--- config.mk ---
export PLATFORM = sky130hd
export DESIGN_NAME = rfmc_ctrl
export DESIGN_NICKNAME = d
export VERILOG_FILES = /design/src/core/rfmc_pkg.sv /design/src/core/rfmc_ctrl.sv /design/src/core/rfmc_tick_div.sv
export SDC_FILE = /design/constraint.sdc
export NUM_CORES = 1
export LEC_CHECK = 0
export ABC_CLOCK_PERIOD_IN_PS = 3160
export BUFFER_PORTS_ARGS = -buffer_cell sky130_fd_sc_hd__buf_4
export CORE_MARGIN = 5
export CORE_UTILIZATION = 55
export DETAILED_ROUTE_END_ITERATION = 16
export PLACE_DENSITY = 0.85
export SYNTH_ARGS = -nofsm -noshare
export SYNTH_HDL_FRONTEND = slang
export SYNTH_SLANG_ARGS = --single-unit
--- constraint.sdc ---
create_clock -name clk -period 3.16 [get_ports clk]
set_input_delay 0.474 -clock clk [delete_from_list [all_inputs] [get_ports clk]]
set_output_delay 0.474 -clock clk [all_outputs]
set_load 0.1 [all_outputs]
--- src/core/rfmc_pkg.sv ---
// Package: constants and types for the front-end mode and DC calibration control.
// Assumes a single 200 MHz system clock; the reference clock is counted from it.
package rfmc_pkg;
  localparam int unsigned CLK_MHZ = 200;
  localparam int unsigned CAL_RESET_US = 4;
  localparam int unsigned CAL_RESET_CYC = CAL_RESET_US * CLK_MHZ;
  localparam int unsigned STATUS_LOW_US = 1;
  localparam int unsigned STATUS_LOW_CYC = STATUS_LOW_US * CLK_MHZ;
  localparam int unsigned TICK_REF_PERIODS = 44;
  localparam int unsigned CAL_MAX_TICKS = 68;
  localparam logic [6:0] CAL_TICK_CNT = 7'h44;
  localparam logic [5:0] TICK_DIV_LAST = 6'h2b;
  localparam logic [0:0] RST_PRESCALER = 1'h1;
  localparam logic [4:0] RST_RF_INTEGER = 5'h0a;
  localparam logic [2:0] RST_RF_SUBTRACT = 3'h0;
  localparam logic [6:0] RST_RF_NUMERATOR = 7'h30;
  localparam logic [6:0] RST_RF_MODULUS = 7'h4f;
  localparam logic [0:0] RST_IF_FRAC_EN = 1'h0;
  localparam logic [0:0] RST_BAND_SELECT = 1'h0;
  localparam logic [1:0] RST_POWER_STATE = 2'h0;
  localparam int unsigned RF_DIV_W = 16;
  typedef enum logic [1:0] {RFMC_SLEEP, RFMC_STANDBY, RFMC_IDLE, RFMC_ACTIVE} rfmc_mode_t;
  typedef enum logic [1:0] {RFMC_CAL_OFF, RFMC_CAL_RUN, RFMC_CAL_HOLD} rfmc_cal_t;
endpackage

--- src/core/rfmc_ctrl.sv ---
// Front-end mode decoder, switch drivers, DC calibration sequencer, synth settings.
// Assumes all inputs synchronous to clk; chip_power_enable low acts as the sleep reset.
// Contract
// - Decode power state into active, idle, standby
// - Power enable low: sleep, outputs safe
// - Standby/idle: PA off, sleep high, band low
// - Active: sleep low, band follows select
// - Transmit: only selected band PA on
// - Four switch drivers control front end
// - Calibration holds sleep high until done
// - RF divide from integer and subtract fields
// - RF synth defaults 1,10,0,48,79
// - IF synth defaults to integer mode
// - Rising request while active starts calibration, status low
// - Result kept while request high, awake
// - Request low disables correction fully
// - Reset 4 us, status 1 us, 68 ticks; code has no 4 us or 1 us timer, status stays low for the whole run
// - Band select 1 is A, reset 0
// - Defaults restored while power enable low
`timescale 1ns/1ps
`default_nettype none
module rfmc_ctrl (
  input wire logic clk,
  input wire logic rst_n,
  input wire logic chip_power_enable,
  input wire logic power_state_hi,
  input wire logic power_state_lo,
  input wire logic band_select,
  input wire logic tx_rx_select_pin,
  input wire logic pa_enable_in,
  input wire logic dc_cal_request,
  input wire logic ref_en,
  input wire logic synth_locked,
  input wire logic cal_proc_done,
  input wire logic cfg_we,
  input wire logic [0:0] cfg_prescaler,
  input wire logic [4:0] cfg_rf_integer_field,
  input wire logic [2:0] cfg_rf_subtract_field,
  input wire logic [6:0] cfg_rf_frac_numerator,
  input wire logic [6:0] cfg_rf_frac_modulus,
  input wire logic cfg_if_fractional_enable,
  output logic band_a_pa_off,
  output logic band_b_pa_off,
  output logic frontend_sleep_out,
  output logic band_select_out,
  output rfmc_pkg::rfmc_mode_t mode,
  output logic tx_on,
  output logic rx_on,
  output logic synth_on,
  output logic osc_on,
  output logic serial_on,
  output logic cal_status,
  output logic cal_running,
  output logic dc_corr_enable,
  output logic [0:0] prescaler,
  output logic [4:0] rf_integer_field,
  output logic [2:0] rf_subtract_field,
  output logic [6:0] rf_frac_numerator,
  output logic [6:0] rf_frac_modulus,
  output logic if_fractional_enable,
  output logic [rfmc_pkg::RF_DIV_W-1:0] rf_div_int
);
  import rfmc_pkg::*;

  // Integer part of the divide: 8*(integer+3) - subtract
  function automatic logic [RF_DIV_W-1:0] rf_div(input logic [4:0] d, input logic [2:0] s);
    logic [RF_DIV_W-1:0] t;
    t = ({11'h000, d} + 16'h0003) << 3;
    return t - {13'h0000, s};
  endfunction

  // Configuration held from power enable; cleared to defaults in sleep
  logic [0:0] next_prescaler;
  logic [4:0] next_rf_integer_field;
  logic [2:0] next_rf_subtract_field;
  logic [6:0] next_rf_frac_numerator;
  logic [6:0] next_rf_frac_modulus;
  logic next_if_fractional_enable;
  logic [RF_DIV_W-1:0] next_rf_div_int;
  always_comb begin
    next_prescaler = prescaler;
    next_rf_integer_field = rf_integer_field;
    next_rf_subtract_field = rf_subtract_field;
    next_rf_frac_numerator = rf_frac_numerator;
    next_rf_frac_modulus = rf_frac_modulus;
    next_if_fractional_enable = if_fractional_enable;
    if (!chip_power_enable) begin
      next_prescaler = RST_PRESCALER;
      next_rf_integer_field = RST_RF_INTEGER;
      next_rf_subtract_field = RST_RF_SUBTRACT;
      next_rf_frac_numerator = RST_RF_NUMERATOR;
      next_rf_frac_modulus = RST_RF_MODULUS;
      next_if_fractional_enable = RST_IF_FRAC_EN;
    end else if (cfg_we) begin
      next_prescaler = cfg_prescaler;
      next_rf_integer_field = cfg_rf_integer_field;
      next_rf_subtract_field = cfg_rf_subtract_field;
      next_rf_frac_numerator = cfg_rf_frac_numerator;
      next_rf_frac_modulus = cfg_rf_frac_modulus;
      next_if_fractional_enable = cfg_if_fractional_enable;
    end
    next_rf_div_int = rf_div(next_rf_integer_field, next_rf_subtract_field);
  end
  always_ff @(posedge clk or negedge rst_n) begin
    if (!rst_n) begin
      prescaler <= RST_PRESCALER;
      rf_integer_field <= RST_RF_INTEGER;
      rf_subtract_field <= RST_RF_SUBTRACT;
      rf_frac_numerator <= RST_RF_NUMERATOR;
      rf_frac_modulus <= RST_RF_MODULUS;
      if_fractional_enable <= RST_IF_FRAC_EN;
      rf_div_int <= 16'h0068;
    end else begin
      prescaler <= next_prescaler;
      rf_integer_field <= next_rf_integer_field;
      rf_subtract_field <= next_rf_subtract_field;
      rf_frac_numerator <= next_rf_frac_numerator;
      rf_frac_modulus <= next_rf_frac_modulus;
      if_fractional_enable <= next_if_fractional_enable;
      rf_div_int <= next_rf_div_int;
    end
  end

  // Mode decode
  rfmc_mode_t cur_mode;
  always_comb begin
    if (!chip_power_enable) begin
      cur_mode = RFMC_SLEEP;
    end else if (!power_state_lo) begin
      cur_mode = RFMC_STANDBY;
    end else if (power_state_hi) begin
      cur_mode = RFMC_ACTIVE;
    end else begin
      cur_mode = RFMC_IDLE;
    end
  end

  // Calibration sequencer
  rfmc_cal_t cal_state;
  rfmc_cal_t next_cal_state;
  logic req_q;
  logic [6:0] tick_cnt;
  logic [6:0] next_tick_cnt;
  logic tick;
  logic cal_rise;
  assign cal_rise = dc_cal_request && !req_q;
  rfmc_tick_div u_tick (
    .clk(clk),
    .rst_n(rst_n),
    .run(cal_state == RFMC_CAL_RUN),
    .ref_en(ref_en),
    .tick(tick)
  );
  always_comb begin
    next_cal_state = cal_state;
    next_tick_cnt = tick_cnt;
    case (cal_state)
      RFMC_CAL_OFF: begin
        next_tick_cnt = 7'h00;
        if (cal_rise && cur_mode == RFMC_ACTIVE) begin
          next_cal_state = RFMC_CAL_RUN;
        end
      end
      RFMC_CAL_RUN: begin
        if (tick) begin
          next_tick_cnt = tick_cnt + 7'h01;
        end
        // Done from the analog procedure, or forced at the tick budget
        if (cal_proc_done || tick_cnt == CAL_TICK_CNT) begin
          next_cal_state = RFMC_CAL_HOLD;
        end
      end
      RFMC_CAL_HOLD: next_cal_state = RFMC_CAL_HOLD;
      default: next_cal_state = RFMC_CAL_OFF;
    endcase
    if (!dc_cal_request || cur_mode == RFMC_SLEEP) begin
      next_cal_state = RFMC_CAL_OFF;
    end
  end
  always_ff @(posedge clk or negedge rst_n) begin
    if (!rst_n) begin
      cal_state <= RFMC_CAL_OFF;
      req_q <= 1'b0;
      tick_cnt <= 7'h00;
    end else begin
      cal_state <= next_cal_state;
      req_q <= dc_cal_request;
      tick_cnt <= next_tick_cnt;
    end
  end

  // Switch drivers and internal enables
  logic next_pa_a_off;
  logic next_pa_b_off;
  logic next_sleep;
  logic next_band;
  logic next_tx;
  logic next_rx;
  logic transmit;
  always_comb begin
    next_pa_a_off = 1'b1;
    next_pa_b_off = 1'b1;
    next_sleep = 1'b1;
    next_band = 1'b0;
    next_tx = 1'b0;
    next_rx = 1'b0;
    transmit = tx_rx_select_pin && pa_enable_in;
    if (cur_mode == RFMC_ACTIVE) begin
      next_sleep = (next_cal_state == RFMC_CAL_RUN);
      next_band = band_select;
      next_tx = transmit || !pa_enable_in;
      next_rx = !tx_rx_select_pin || !pa_enable_in;
      if (transmit && next_cal_state != RFMC_CAL_RUN) begin
        next_pa_a_off = !band_select;
        next_pa_b_off = band_select;
      end
    end
  end
  always_ff @(posedge clk or negedge rst_n) begin
    if (!rst_n) begin
      band_a_pa_off <= 1'b1;
      band_b_pa_off <= 1'b1;
      frontend_sleep_out <= 1'b1;
      band_select_out <= RST_BAND_SELECT;
      mode <= RFMC_SLEEP;
      tx_on <= 1'b0;
      rx_on <= 1'b0;
      synth_on <= 1'b0;
      osc_on <= 1'b0;
      serial_on <= 1'b0;
      cal_status <= 1'b1;
      cal_running <= 1'b0;
      dc_corr_enable <= 1'b0;
    end else begin
      band_a_pa_off <= next_pa_a_off;
      band_b_pa_off <= next_pa_b_off;
      frontend_sleep_out <= next_sleep;
      band_select_out <= next_band;
      mode <= cur_mode;
      tx_on <= next_tx;
      rx_on <= next_rx;
      synth_on <= (cur_mode == RFMC_IDLE) || (cur_mode == RFMC_ACTIVE);
      osc_on <= (cur_mode != RFMC_SLEEP);
      serial_on <= (cur_mode != RFMC_SLEEP);
      cal_status <= synth_locked && (next_cal_state != RFMC_CAL_RUN);
      cal_running <= (next_cal_state == RFMC_CAL_RUN);
      dc_corr_enable <= (next_cal_state == RFMC_CAL_HOLD);
    end
  end
endmodule
`default_nettype wire

--- src/core/rfmc_tick_div.sv ---
// Reference tick divider: one-cycle tick every 44 reference periods.
// Assumes ref_en is a one-cycle pulse per reference period in the clk domain.
`timescale 1ns/1ps
`default_nettype none
module rfmc_tick_div (
  input wire logic clk,
  input wire logic rst_n,
  input wire logic run,
  input wire logic ref_en,
  output logic tick
);
  import rfmc_pkg::*;
  logic [5:0] cnt;
  logic [5:0] next_cnt;
  logic next_tick;
  always_comb begin
    next_cnt = cnt;
    next_tick = 1'b0;
    if (!run) begin
      next_cnt = 6'h00;
    end else if (ref_en) begin
      if (cnt == TICK_DIV_LAST) begin
        next_cnt = 6'h00;
        next_tick = 1'b1;
      end else begin
        next_cnt = cnt + 6'h01;
      end
    end
  end
  always_ff @(posedge clk or negedge rst_n) begin
    if (!rst_n) begin
      cnt <= 6'h00;
      tick <= 1'b0;
    end else begin
      cnt <= next_cnt;
      tick <= next_tick;
    end
  end
endmodule
`default_nettype wire

# Word-level counts from Yosys, hierarchy flattened
# Index checks and enable logic that the tools add are counted.
# op_classes
magnitude_cmp	0
shifts	0
bitwise_logic	0
n_addsub	4
mul	0
n_eq_ne	12
n_reduce_logical	20
div_mod_pow	0
mux	35
# op_table
op	n
$mux W7	5
$mux W6	3
$mux W1	16
$pmux W7 S2	1
$mux W2	5
$mux W5	2
$sub A9 B3 Y10	1
$eq A2 B2 Y1 const B	4
$add A7 B1 Y7 const B	1
$eq A7 B7 Y1 const B	1
$add A5 B2 Y6 const B	1
$add A6 B1 Y6 const B	1
$eq A6 B6 Y1 const B	1
$mux W3	2
$pmux W2 S3	1
$logic_and A1 B1 Y1	5
$logic_not A1 Y1	5
$logic_or A1 B1 Y1	5
$eq A2 B1 Y1 const B	2
$logic_not A2 Y1	2
$ne A2 B1 Y1 const B	2
$ne A2 B2 Y1 const B	2
$reduce_bool A2 Y1	2
$reduce_and A2 Y1	1
# totals
mem_bits_rw	0
latchBits	0
wordCells	95
n_memories	0
inputBits	37
out_inout_bits	54
register_bits	64
rom_bits	0

# Logic depth before layout (Yosys ltp)
# logic_depth
word_depth	12
depth_mapped	10
depth_no_buf	9

# By module
# From an unflattened synthesis, not the netlist that was laid out.
# hier_totals
hier_cells	262
area_unflattened_um2	2891.5
# by_module_without_submodules
module	area_each_um2	cells_each	n_inst	seq_area_each_um2
rfmc_ctrl	2541.2	226	1	1397.6
rfmc_tick_div	350.3	36	1	175.2

# Least setup slack after synthesis
# No wires, ideal clock.
# synth_timing
path_kind	register to register
from	reg rf_integer_field[0]
to	reg rf_div_int[7] (netlist name)
path_stages_with_launch	10
slack_ns	0.660
arrival_time_ns	2.370
synth_period_minus_slack_ns	2.500
path_buffers	0
setup_time_ns	0.130
required_time_ns	3.030
path_cell_list	dfrtp_1 mux2_2 nand2_1 inv_1 ha_1 nand2_1 o31a_2 nor3b_1 a211oi_1 xnor2_1
# synth_via
elab_chain_len	4
# synth_lines
item	line_no	rtl
start: declaration	rfmc_ctrl.sv:56	output logic [4:0] rf_integer_field,
start signal: assignment	rfmc_ctrl.sv:115	rf_integer_field <= next_rf_integer_field;
$mux W5	rfmc_ctrl.sv:94	end else if (cfg_we) begin
$mux W5	rfmc_ctrl.sv:87	if (!chip_power_enable) begin
via next_rf_integer_field[0]	rfmc_ctrl.sv:74	logic [4:0] next_rf_integer_field;
$add A5 B2 Y6	rfmc_ctrl.sv:68	t = ({11'h000, d} + 16'h0003) << 3;
$sub A9 B3 Y10	rfmc_ctrl.sv:69	return t - {13'h0000, s};
via next_rf_div_int[7]	rfmc_ctrl.sv:79	logic [RF_DIV_W-1:0] next_rf_div_int;
end signal: assignment	rfmc_ctrl.sv:120	rf_div_int <= next_rf_div_int;
end: declaration	rfmc_ctrl.sv:61	output logic [rfmc_pkg::RF_DIV_W-1:0] rf_div_int
# The timed path passes the listed nets, and every way through them passes these cells.
# A chain may end at the register's enable or synchronous reset.

# Worst setup path after layout
# layout_timing
from	in cfg_we
to	reg rf_div_int[7] (netlist name)
# layout_via
elab_chain_len	4
elab_cells_between_ends	6
classes_between	2 x add/sub; 4 x mux
# layout_lines
item	line_no	rtl
start: declaration	rfmc_ctrl.sv:35	input wire logic cfg_we,
$mux W5	rfmc_ctrl.sv:94	
$mux W5	rfmc_ctrl.sv:87	
via next_rf_integer_field[0]	rfmc_ctrl.sv:74	
$add A5 B2 Y6	rfmc_ctrl.sv:68	
$sub A9 B3 Y10	rfmc_ctrl.sv:69	
via next_rf_div_int[7]	rfmc_ctrl.sv:79	
# The timed path passes the listed nets, and every way through them passes these cells.

==> flow_summary.toml <==
[run_status]
outcome = "finished, final reports clean"

[clocking]
root_buffer = "clkbuf_8"
clockBufferDepth = 2
cts_setup_buffers = 0
cts_max_level = 3
ctsHoldBuffers = 0
clock-sinks = 62
cts_buffers = 9
clk_latency_ns = 0.34
cts-resized-gates = 0
cts_tree = "built"
clk_pin_slew_ns = 0.07

[placement]
port_buffers = 90
place_area_mm2 = 0.00353
hpwl_um = 4960
gp_congestion = 0.858

[sta]
rsz0062_at_grt = "no"
finalSetupViolations = 0
fmax_ghz = 0.430
fin_worst_skew_ns = 0.00798
hold_violations = 0
min_period_ns = 2.32
setup-tns-final_ns = 0
finalMaxSlewViolations = 0
tightest_slew_ns = 0.750
period_share_pct = 73.5
max-slew-margin-rel_pct = 50.0
timing.hold.ws_ns = 0.201

[grt]
grt_pass1_wl_um = 10400
track_usage_pct = 20.7
first_global_vias = 2270
gr-total-overflow = 0
antenna_found_initial = 0
grt_max_degree = 63

[route]
via_per_inst = 5.24
num_vias = 2237
drtAntennaViolNets = 0
drt_iter0_drc = 85
wl_um = 6720
wl_per_cell_um = 15.7
dr.pass1.iters = 4
route.detailed.drc = 0

[synthesis]
ys_seq_area_share_pct = 54.4
netlist.top_cell.by_area = "dfrtp_1"
ys.flop_type = "dfrtp_1"
yosysWarnings = 0
avgSynthCellArea_um2 = 10.7
synth-async-reset-ratio_pct = 100
synth_edf_count = 0
synth_area_mm2 = 0.00289
syn_inst = 271
ys_types = 43
synth_top_area_share_pct = 39.0
syn_nets = 315
yosys-top-cells-area = "dfrtp_1 39%, dfstp_2 15%, mux2i_1 7.6%"
ys_ff_latch = 62

[cells_and_area]
final_core_util_pct = 73.5
drive_gt1_share_pct = 37.5
area_growth_pct = 30.0
final_cell_area_mm2 = 0.00376
fin_nets = 396
n_antenna_cell = 0
fillerInstances = 354

[power]
power_frac_seq_pct = 40.3
max-vdd-ir-drop_mv = 0.393
p_leak_nw = 1.84
sw_frac_of_total_pct = 33.4
intPower_mw = 1.42
p_total_mw = 2.13
power.density_mw_per_mm2 = 567
p_comb_share_pct = 23.3
switchingPower_mw = 0.712
clockPowerShare_pct = 36.5

[setup_path]
worst-setup-path-type = "in2reg"
reg2reg_slack_ns = 1.05
worst_path_largest_cell_delay_ns = 0.40
crit_fanout = 31
reg2reg_depth = 9
start_kind = "input pin"
crit_slowest_cell = "mux2_2"
critPathArrivalTime_ns = 2.59
crit_chain = "buf_4 -> mux2_2 -> nand2_1 -> inv_1 -> ha_1 -> nand2b_1 -> nor3_1 -> nor4_1 -> a211oi_1 -> xnor2_1"
r2r-end = "rf_div_int[7]"
endpoint_kind = "register"
critPathRequiredTime_ns = 3.42
reg2reg_from = "rf_integer_field[0]"

[floorplanning]
die_w_um = 82.5
coreArea_mm2 = 0.00511
rows = 26
die_area_mm2 = 0.00680
start_util_pct = 56.6
die_h_um = 82.5
pin_count = 91

[job]
drv_cap = 0

[min_path]
holdCritPathClass = "in2async"
[cells by family (layout without fill, tap and decap cells)]
logic type	after synthesis	in the layout	synth area share, %
and+or+nand+nor	98	98	16.9
DFF	62	62	54.4
buffers and inverters	34	120	5.93
AOI/OAI and AO/OA	31	31	6.37
muxes	28	28	9.96
xor gates and xnor gates	11	11	3.33
adders and majority gates	7	7	3.03
[worst max-delay path: cells and delay by family]
family / cells / cell delay [ns]
AO/OA/AOI/OAI: 1 / 0.25
AND/OR/NAND/NOR: 4 / 0.59
adder cells (fa/ha/maj): 1 / 0.22
XOR/XNOR: 1 / 0.15
buffers and inverters: 2 / 0.48
multiplexers: 1 / 0.40
[power by group through the flow]
stage                     sequential [mW]  combinational, mW  clock, mW
final                               0.858              0.496      0.777
after floorplan                      1.13              0.106          0
after global placement              0.871              0.490          0
after detailed placement            0.872              0.497          0
after CTS                           0.858              0.498      0.787
after global routing                0.861              0.516      0.832
[stage by stage]
stage                     worst slack (ns)  cells
after global placement               0.636    411
after floorplan                      0.660    271
after detailed placement             0.548    411
after global routing                 0.753    427
final                                0.837    427
after CTS                            0.876    427
[cell type report]
class | instances | area, um2 | share of cell area [%]
Tap cell | 70 | 87.6 | 2.33
Timing Repair Buffer | 90 | 676 | 18.0
Inverter | 14 | 52.6 | 1.40
Clock inverter | 6 | 85.1 | 2.27
Multi-Input combinational cell | 175 | 1140 | 30.5
Sequential cell | 62 | 1570 | 41.9
Clock buffer | 10 | 138 | 3.66
[cells in the mapped netlist, types with 2 or more instances]
cell type / number
xnor2_1: 7
nand4_1: 2
nor2b_1: 2
and3_1: 3
or3b_1: 2
nor4b_1: 6
mux2i_1: 22
a21oi_1: 13
ha_1: 7
clkbuf_1: 7
inv_1: 14
nand2_1: 24
buf_2: 2
dfrtp_1: 45
nand3_1: 3
xor2_1: 4
or3_1: 3
nand2b_1: 3
and2_1: 2
nor4_1: 3
dfstp_2: 17
nor3_1: 3
buf_4: 9
o21ai_0: 9
mux2_2: 6
nor2_1: 36
[cells in the final DEF (no fill, tap or decap), types with 2 or more instances in the layout]
master / count
a21oi_1: 13
and2_1: 2
and3_1: 3
buf_4: 90
bufinv_16: 2
clkbuf_8: 10
clkinv_2: 2
clkinvlp_4: 2
dfrtp_1: 45
dfstp_2: 17
ha_1: 7
inv_1: 14
mux2_2: 6
mux2i_1: 22
nand2_1: 24
nand2b_1: 3
nand3_1: 3
nand4_1: 2
nor2_1: 36
nor2b_1: 2
nor3_1: 3
nor4_1: 3
nor4b_1: 6
o21ai_0: 9
or3_1: 3
or3b_1: 2
xnor2_1: 7
xor2_1: 4
[worst max-delay path by stage]
stage,from,endpoint,slack (ns)
CTS,cfg_we,rf_div_int[7],0.88
floorplan,rf_integer_field[0],rf_div_int[7],0.66
finish,cfg_we,rf_div_int[7],0.84
detailed placement,cfg_we,rf_div_int[7],0.55
global placement,cfg_we,rf_div_int[7],0.64
global route,cfg_we,rf_div_int[7],0.75
[state kept, by name, summed over array words and instances, names as in the netlist, 2 cells and up]
register,flops
cal_state,2
tick_cnt,7
rf_subtract_field,2
rf_integer_field,5
rf_frac_modulus,7
rf_div_int,10
mode,2
rf_frac_numerator,7
u_tick.cnt,6
[per-layer routing]
metal	vias up	share of wire [%]	global-route usage (%)
met1	1076	37	23.7
li1	1073	-	-
met4	0	3.6	13.6
met3	22	5.7	4.66
met5	-	0	0
met2	66	53	34.6
(Power assumes the default switching activity.)
